--- src/core/wdog_pkg.sv ---
// How it works
// - Counter running out without reload asserts internal chip reset, or interrupt when interrupt mode selected.
// - Windowed mode: reload only when count is at or below the programmed window value, else fault.
// - Optional warning interrupt when counter reaches a programmable point.
// - Software sets enable but cannot clear it; only time-out and fault events clear it.
// - Bad feed sequence causes chip reset, or interrupt when interrupt mode selected.
// - Sticky flag records that chip reset came from the watchdog.
// - Counter is 24 bits with programmable reload, clocked through internal prescaler.
// - Time-out from 256x4 to 2^24x4 count clocks, in steps of four.
// - Count clock selectable between internal RC and dedicated watchdog oscillator.
package wdog_pkg;
    localparam int unsigned CNT_W         = 24;
    localparam int unsigned PRESCALE      = 4;
    localparam logic [23:0] TC_MIN        = 24'h00_00FF;
    localparam logic [23:0] TC_RST        = 24'hFF_FFFF;
    localparam logic [23:0] WARN_RST      = 24'h00_0000;
    localparam logic [23:0] WIN_RST       = 24'hFF_FFFF;
    localparam logic [7:0]  FEED_KEY_A    = 8'hAA;
    localparam logic [7:0]  FEED_KEY_B    = 8'h55;
    // Word offsets (byte address)
    localparam logic [4:0]  ADDR_MODE     = 5'h00;
    localparam logic [4:0]  ADDR_TC       = 5'h04;
    localparam logic [4:0]  ADDR_FEED     = 5'h08;
    localparam logic [4:0]  ADDR_COUNT    = 5'h0C;
    localparam logic [4:0]  ADDR_WARN     = 5'h10;
    localparam logic [4:0]  ADDR_WINDOW   = 5'h14;
    localparam logic [4:0]  ADDR_STATUS   = 5'h18;
    localparam logic [4:0]  ADDR_MASK     = 5'h1C;
    // Mode bits
    localparam int unsigned MODE_EN       = 0;
    localparam int unsigned MODE_RESET    = 1;
    localparam int unsigned MODE_WINDOW   = 2;
    localparam int unsigned MODE_CLKSEL   = 3;
    localparam int unsigned MODE_WDRESET  = 4;
    // Status bits
    localparam int unsigned ST_WARN       = 0;
    localparam int unsigned ST_TIMEOUT    = 1;
    localparam int unsigned ST_FAULT      = 2;
    localparam int unsigned ST_W          = 3;
    typedef enum logic [1:0] {FEED_IDLE, FEED_GOT_A} feed_state_t;
endpackage : wdog_pkg

--- src/core/windowed_watchdog.sv ---
`timescale 1ns/100ps
module windowed_watchdog
    import wdog_pkg::*;
#(
    parameter int unsigned PRE_DIV = PRESCALE
) (
    // Clock and reset
    input  wire logic        clk_i,
    input  wire logic        rst_n_i,
    // Count clock sources
    input  wire logic        internal_rc_oscillator_i,
    input  wire logic        watchdog_oscillator_source_i,
    // Wishbone slave
    input  wire logic        wb_cyc_i,
    input  wire logic        wb_stb_i,
    input  wire logic        wb_we_i,
    input  wire logic [4:0]  wb_adr_i,
    input  wire logic [3:0]  wb_sel_i,
    input  wire logic [31:0] wb_dat_i,
    output logic [31:0]      wb_dat_o,
    output logic             wb_ack_o,
    // Outputs
    output logic             chip_reset_o,
    output logic             irq_o
);
    // Prescaler register is 8 bits wide, so larger dividers cannot be served
    if (PRE_DIV < 2 || PRE_DIV > 256) begin : g_bad_div
        $error("PRE_DIV out of range");
    end

    logic [23:0]  tc_reg;
    logic [23:0]  count_reg;
    logic [9:0]   warn_reg;
    logic [23:0]  window_reg;
    logic [4:0]   mode_reg;
    logic [ST_W-1:0] status_reg;
    logic [ST_W-1:0] mask_reg;
    logic [7:0]   pre_reg;
    logic         chip_reset_reg;
    feed_state_t  feed_reg;
    logic         tick;
    logic         pre_tick;
    logic         wr;
    logic         rd;
    logic         feed_wr;
    logic         feed_ok;
    logic         feed_bad;
    logic         early;
    logic         timeout;
    logic         warn_hit;
    logic         fault;
    logic         rst_event;
    logic         irq_event;

    // Source selection and edge detection
    wdog_tick_sync u_tick (
        .clk_i     (clk_i),
        .rst_n_i   (rst_n_i),
        .sel_i     (mode_reg[MODE_CLKSEL]),
        .rc_osc_i  (internal_rc_oscillator_i),
        .wdo_osc_i (watchdog_oscillator_source_i),
        .tick_o    (tick)
    );

    function automatic logic hit(input logic [4:0] a, input logic [4:0] off);
        return a == off;
    endfunction : hit

    // Bus strobes; a single-cycle ack, dropped the cycle after
    assign wr = wb_cyc_i & wb_stb_i & wb_we_i & ~wb_ack_o;
    assign rd = wb_cyc_i & wb_stb_i & ~wb_we_i & ~wb_ack_o;
    assign feed_wr = wr & hit(wb_adr_i, ADDR_FEED) & wb_sel_i[0];

    // Feed sequence decode: key A then key B; any other write in between is bad
    assign feed_ok  = feed_wr && feed_reg == FEED_GOT_A && wb_dat_i[7:0] == FEED_KEY_B;
    assign feed_bad = mode_reg[MODE_EN] &&
                      ((feed_wr && feed_reg == FEED_GOT_A && wb_dat_i[7:0] != FEED_KEY_B) ||
                       (wr && !hit(wb_adr_i, ADDR_FEED) && feed_reg == FEED_GOT_A));
    // Reload above window value means too early
    assign early    = mode_reg[MODE_WINDOW] && count_reg > window_reg;

    assign pre_tick = tick && pre_reg == 8'(PRE_DIV - 1);
    assign timeout  = mode_reg[MODE_EN] && pre_tick && count_reg == 24'h00_0000;
    assign warn_hit = mode_reg[MODE_EN] && pre_tick && count_reg == {14'h0000, warn_reg} &&
                      warn_reg != 10'h000;
    assign fault    = feed_bad || (mode_reg[MODE_EN] && feed_ok && early);
    assign rst_event = mode_reg[MODE_RESET] && (timeout || fault);
    assign irq_event = timeout || fault;

    // Feed sequence tracker
    always_ff @(posedge clk_i or negedge rst_n_i) begin
        if (!rst_n_i) begin
            feed_reg <= FEED_IDLE;
        end else if (feed_wr && wb_dat_i[7:0] == FEED_KEY_A && feed_reg == FEED_IDLE) begin
            feed_reg <= FEED_GOT_A;
        end else if (wr) begin
            feed_reg <= FEED_IDLE;
        end
    end

    // Fixed prescaler on count clock ticks, cleared by a good feed
    always_ff @(posedge clk_i or negedge rst_n_i) begin
        if (!rst_n_i) begin
            pre_reg <= 8'h00;
        end else if (feed_ok && !fault) begin
            pre_reg <= 8'h00;
        end else if (tick) begin
            pre_reg <= pre_tick ? 8'h00 : pre_reg + 8'h01;
        end
    end

    // Down counter with reload
    always_ff @(posedge clk_i or negedge rst_n_i) begin
        if (!rst_n_i) begin
            count_reg <= TC_RST;
        end else if ((feed_ok && !fault) || !mode_reg[MODE_EN]) begin
            count_reg <= tc_reg;
        end else if (pre_tick && count_reg != 24'h00_0000) begin
            count_reg <= count_reg - 24'h00_0001;
        end
    end

    // Time-out constant, floor of 0xFF
    always_ff @(posedge clk_i or negedge rst_n_i) begin
        if (!rst_n_i) begin
            tc_reg <= TC_RST;
        end else if (wr && hit(wb_adr_i, ADDR_TC)) begin
            tc_reg <= (wb_dat_i[23:0] < TC_MIN) ? TC_MIN : wb_dat_i[23:0];
        end
    end

    // Warning and window compare values
    always_ff @(posedge clk_i or negedge rst_n_i) begin
        if (!rst_n_i) begin
            warn_reg   <= WARN_RST[9:0];
            window_reg <= WIN_RST;
        end else if (wr && hit(wb_adr_i, ADDR_WARN)) begin
            warn_reg <= wb_dat_i[9:0];
        end else if (wr && hit(wb_adr_i, ADDR_WINDOW)) begin
            window_reg <= wb_dat_i[23:0];
        end
    end

    // Mode: enable and reset-select stick once set; event clears enable
    always_ff @(posedge clk_i or negedge rst_n_i) begin
        if (!rst_n_i) begin
            mode_reg <= 5'h00;
        end else begin
            if (wr && hit(wb_adr_i, ADDR_MODE)) begin
                mode_reg[MODE_EN]     <= mode_reg[MODE_EN] | wb_dat_i[MODE_EN];
                mode_reg[MODE_RESET]  <= mode_reg[MODE_RESET] | wb_dat_i[MODE_RESET];
                mode_reg[MODE_WINDOW] <= wb_dat_i[MODE_WINDOW];
                mode_reg[MODE_CLKSEL] <= wb_dat_i[MODE_CLKSEL];
                if (wb_dat_i[MODE_WDRESET]) begin
                    mode_reg[MODE_WDRESET] <= 1'b0;
                end
            end
            if (irq_event) begin
                mode_reg[MODE_EN] <= 1'b0;
            end
            if (rst_event) begin
                mode_reg[MODE_WDRESET] <= 1'b1;
            end
        end
    end

    // Chip reset pulse, one cycle per event
    always_ff @(posedge clk_i or negedge rst_n_i) begin
        if (!rst_n_i) begin
            chip_reset_reg <= 1'b0;
        end else begin
            chip_reset_reg <= rst_event;
        end
    end
    assign chip_reset_o = chip_reset_reg;

    // Sticky status, set wins over write-one-clear
    always_ff @(posedge clk_i or negedge rst_n_i) begin
        if (!rst_n_i) begin
            status_reg <= '0;
        end else begin
            if (wr && hit(wb_adr_i, ADDR_STATUS)) begin
                status_reg <= status_reg & ~wb_dat_i[ST_W-1:0];
            end
            if (warn_hit) begin
                status_reg[ST_WARN] <= 1'b1;
            end
            if (timeout) begin
                status_reg[ST_TIMEOUT] <= 1'b1;
            end
            if (fault) begin
                status_reg[ST_FAULT] <= 1'b1;
            end
        end
    end

    // Interrupt mask
    always_ff @(posedge clk_i or negedge rst_n_i) begin
        if (!rst_n_i) begin
            mask_reg <= '0;
        end else if (wr && hit(wb_adr_i, ADDR_MASK)) begin
            mask_reg <= wb_dat_i[ST_W-1:0];
        end
    end
    assign irq_o = |(status_reg & mask_reg);

    // Ack and read data
    always_ff @(posedge clk_i or negedge rst_n_i) begin
        if (!rst_n_i) begin
            wb_ack_o <= 1'b0;
            wb_dat_o <= 32'h0000_0000;
        end else begin
            wb_ack_o <= wb_cyc_i & wb_stb_i & ~wb_ack_o;
            if (rd) begin
                case (wb_adr_i)
                    ADDR_MODE:   wb_dat_o <= {27'h000_0000, mode_reg};
                    ADDR_TC:     wb_dat_o <= {8'h00, tc_reg};
                    ADDR_COUNT:  wb_dat_o <= {8'h00, count_reg};
                    ADDR_WARN:   wb_dat_o <= {22'h00_0000, warn_reg};
                    ADDR_WINDOW: wb_dat_o <= {8'h00, window_reg};
                    ADDR_STATUS: wb_dat_o <= {29'h0000_0000, status_reg};
                    ADDR_MASK:   wb_dat_o <= {29'h0000_0000, mask_reg};
                    default:     wb_dat_o <= 32'h0000_0000;
                endcase
            end
        end
    end
endmodule : windowed_watchdog

--- src/core/wdog_tick_sync.sv ---
`timescale 1ns/100ps
// Selects the count clock source and turns its rising edges into one-cycle ticks
module wdog_tick_sync (
    // Clock and reset
    input  wire logic clk_i,
    input  wire logic rst_n_i,
    // Sources
    input  wire logic sel_i,
    input  wire logic rc_osc_i,
    input  wire logic wdo_osc_i,
    // Tick
    output logic      tick_o
);
    logic       src;
    logic [2:0] sync_reg;

    // Mux before the synchroniser so only one crossing is needed
    assign src = sel_i ? wdo_osc_i : rc_osc_i;

    // Two stages settle, third gives the edge reference
    always_ff @(posedge clk_i or negedge rst_n_i) begin
        if (!rst_n_i) begin
            sync_reg <= 3'h0;
        end else begin
            sync_reg <= {sync_reg[1:0], src};
        end
    end

    assign tick_o = sync_reg[1] & ~sync_reg[2];
endmodule : wdog_tick_sync

--- config.mk ---
export PLATFORM = sky130hd
export DESIGN_NAME = windowed_watchdog
export DESIGN_NICKNAME = d
export VERILOG_FILES = /design/src/core/wdog_pkg.sv /design/src/core/windowed_watchdog.sv /design/src/core/wdog_tick_sync.sv
export SDC_FILE = /design/constraint.sdc
export NUM_CORES = 1
export LEC_CHECK = 0
export BUFFER_PORTS_ARGS = -buffer_cell sky130_fd_sc_hd__buf_2
export CAP_MARGIN = 20
export CORE_UTILIZATION = 60
export CTS_BUF_LIST = sky130_fd_sc_hd__clkbuf_8
export DETAILED_ROUTE_END_ITERATION = 12
export HOLD_SLACK_MARGIN = 0.1
export PLACE_DENSITY = 0.79
export SETUP_SLACK_MARGIN = 0.3
export SLEW_MARGIN = 20
export SYNTH_ARGS = -nofsm -noshare
export SYNTH_HDL_FRONTEND = slang
export SYNTH_SLANG_ARGS = --single-unit
--- constraint.sdc ---
create_clock -name clk_i -period 4 [get_ports clk_i]
set_input_delay 1.2 -clock clk_i [delete_from_list [all_inputs] [get_ports clk_i]]
set_output_delay 1.2 -clock clk_i [all_outputs]
set_load 0.05 [all_outputs]
==> flow_summary.json <==
{
  "grt_pass1_vias": 5512,
  "crit_family": "simple AND/OR/NAND/NOR gates",
  "ctsHoldBuffers": 0,
  "cts_resized": 0,
  "grt.total_usage": 0.317,
  "hold_path_class": "flip-flop to flip-flop",
  "fmax_mhz": 319,
  "post-cts-setup-buffers": 0,
  "netlist_area_um2": 7000,
  "status": "finished, final reports clean",
  "ys_seq_area_frac": 0.481,
  "critPathCaptureType": "flip-flop",
  "cp_max_fo": 24,
  "ys_top_cells_by_area": "dfstp_2 (27%), dfrtp_1 (21%), mux2_2 (10%)",
  "dpl.hpwl_um": 12600,
  "final_common_cell": "nand2_1",
  "holdPathStages": 0,
  "h-tree-depth": 4,
  "drc": 0,
  "r2r_start": "window_reg[22]",
  "synth.avg_cell_area_um2": 10.4,
  "io_buffers": 63,
  "rsz0062_at_grt": "no",
  "finalSetupViolCount": 0,
  "syn2layout_area_growth_pct": 13.2,
  "crit_chain": "inv_1 > ha_1 > nand4_1 > nor4_1 > o31a_1 > o21ai_0 > a21boi_2 > buf_4 > mux2_2",
  "gp_congestion": 0.922,
  "routedWlPerCell_um": 19.9,
  "cts_buffers": 17,
  "drtPass1Iterations": 6,
  "slew_viol_final": 0,
  "num_io_pins": 83,
  "ys_seq_elements": 131,
  "floorplan.rows": 39,
  "die_h_um": 110,
  "antenna_found_initial": 0,
  "die-width_um": 110,
  "synth.distinct_cells": 58,
  "start_util": 0.616,
  "min_period_ps": 3140,
  "cp_slowest_cell": "nor4_1",
  "worst-path-buf-inv": 2,
  "power.leakage_nw": 3.67,
  "dp_cells": 861,
  "core_um2": 11400,
  "fp.dieArea_um2": 12100,
  "clkSlewWorstSetupHoldPaths_ps": 80,
  "async_reset_ff_frac": 1.00,
  "worst_ep_required_time_ps": 4380,
  "vias_per_cell": 6.30,
  "ir_worst_vdd_v": 0.000404,
  "r2r_slack_ps": 860,
  "yosysTopAreaCell": "dfstp_2",
  "cts_tree": "built",
  "setup_tns_ps": 0,
  "clockBufferDepth": 2,
  "drt_iter0_markers": 558,
  "cts.sinks": 131,
  "yosys_warnings": 0,
  "routed_wl_um": 17800,
  "clk_latency_ps": 450,
  "layout_common_cells": "nand2_1 (111), dfstp_2 (72), mux2_2 (63)",
  "synth_top_area_frac": 0.270,
  "p_total_w": 0.00352,
  "dominantRegCellSynth": "dfstp_2",
  "powerDensity_nw_per_um2": 444,
  "hold_viol": 0,
  "tightestPinTransition_ps": 841,
  "clock_skew_ps": 13.7,
  "synth_cells": 670,
  "cp_num_cells": 9,
  "synth-edff-count": 0,
  "worstPathArrival_ps": 3510,
  "drive_gt1_frac": 0.336,
  "grt_max_degree": 101,
  "crit_path_start": "window_reg[22]",
  "grt_pass1_wl_um": 28200,
  "vias": 5624,
  "path_class": "flip-flop to flip-flop",
  "clock-root-buffer": "clkbuf_8",
  "n_antenna_cell": 0,
  "drtAntennaViolNets": 0,
  "fin_nets": 811,
  "fin_crit_sh": 0.784,
  "drv_cap": 0,
  "worstHoldStart": "u_tick.sync_reg[0]",
  "max_slew_margin": 0.439,
  "instances_no_fill": 893,
  "start_kind": "flip-flop",
  "grt_overflow": 0,
  "slowest_delay_ps": 620,
  "reg2reg_depth": 9
}
-- stage by stage --
step           setup WS (ps)  hold slack, ps  instance area (µm²)   util
2_1_floorplan           1020             331                 7030      -
3_3_place_gp             811             337                 7480  0.658
3_5_place_dp             769             336                 7480  0.658
4_1_cts                  868             363                 7930  0.697
5_1_grt                  719             365                 7930  0.697
6_report                 864             368                 7930  0.697
-- area by class of cell --
type	instances	area (µm²)
clock buffer	18	248
clock inverter	14	196
fill	835	3440
inverter	29	109
multi-input combinational	482	3400
sequential	131	3370
tap	143	179
timing repair buffer	76	428
-- Yosys cell counts, types with 3 or more instances --
library cell	instances
mux2i_1	5
o22a_1	8
nand2_1	111
clkbuf_1	25
buf_4	8
mux2_2	63
a21oi_1	19
nor2b_1	3
nor2_1	33
and3_1	6
inv_1	29
o21ai_0	22
nand4_1	14
or4_1	3
dfstp_2	72
nor3_1	11
xnor2_1	16
mux2_1	3
nor4bb_1	4
nand3_1	15
and2_1	4
dfrtp_1	59
a221oi_1	5
ha_1	26
xor2_1	21
nor4_1	16
a21o_1	9
a222oi_1	23
-- metal layers --
layer,global-route usage,vias up,part of all wire
met3,0.0882,31,0.072
met2,0.492,255,0.48
met1,0.421,2795,0.43
met4,0.126,0,0.019
met5,0,-,0
li1,-,2543,-
-- power by group --
group	switching, W	internal (W)	total (W)
combinational	0.000368	0.000262	0.000630
sequential	0.000138	0.00148	0.00162
clock	0.000522	0.000746	0.00127
total	0.00103	0.00249	0.00352
-- path summary, 6_finish.rpt --
check                                      to
setup / recovery                count_reg[23]
hold / removal             u_tick.sync_reg[1]
setup reg to reg                count_reg[23]
hold reg to reg            u_tick.sync_reg[1]
max in group asynchronous          tc_reg[16]
min in group asynchronous  u_tick.sync_reg[0]
-- cells by family after synthesis --
logic type	count (synthesis)	share of synthesized area
AND/OR/NAND/NOR	238	0.167
flip-flops	131	0.481
AO/OA/AOI/OAI	102	0.106
multiplexers	71	0.113
buffers and inverters	64	0.0390
XOR/XNOR	37	0.0463
adder cells (fa/ha/maj)	26	0.0465
other	1	0.000536
Power figures use the tool's default switching activity.
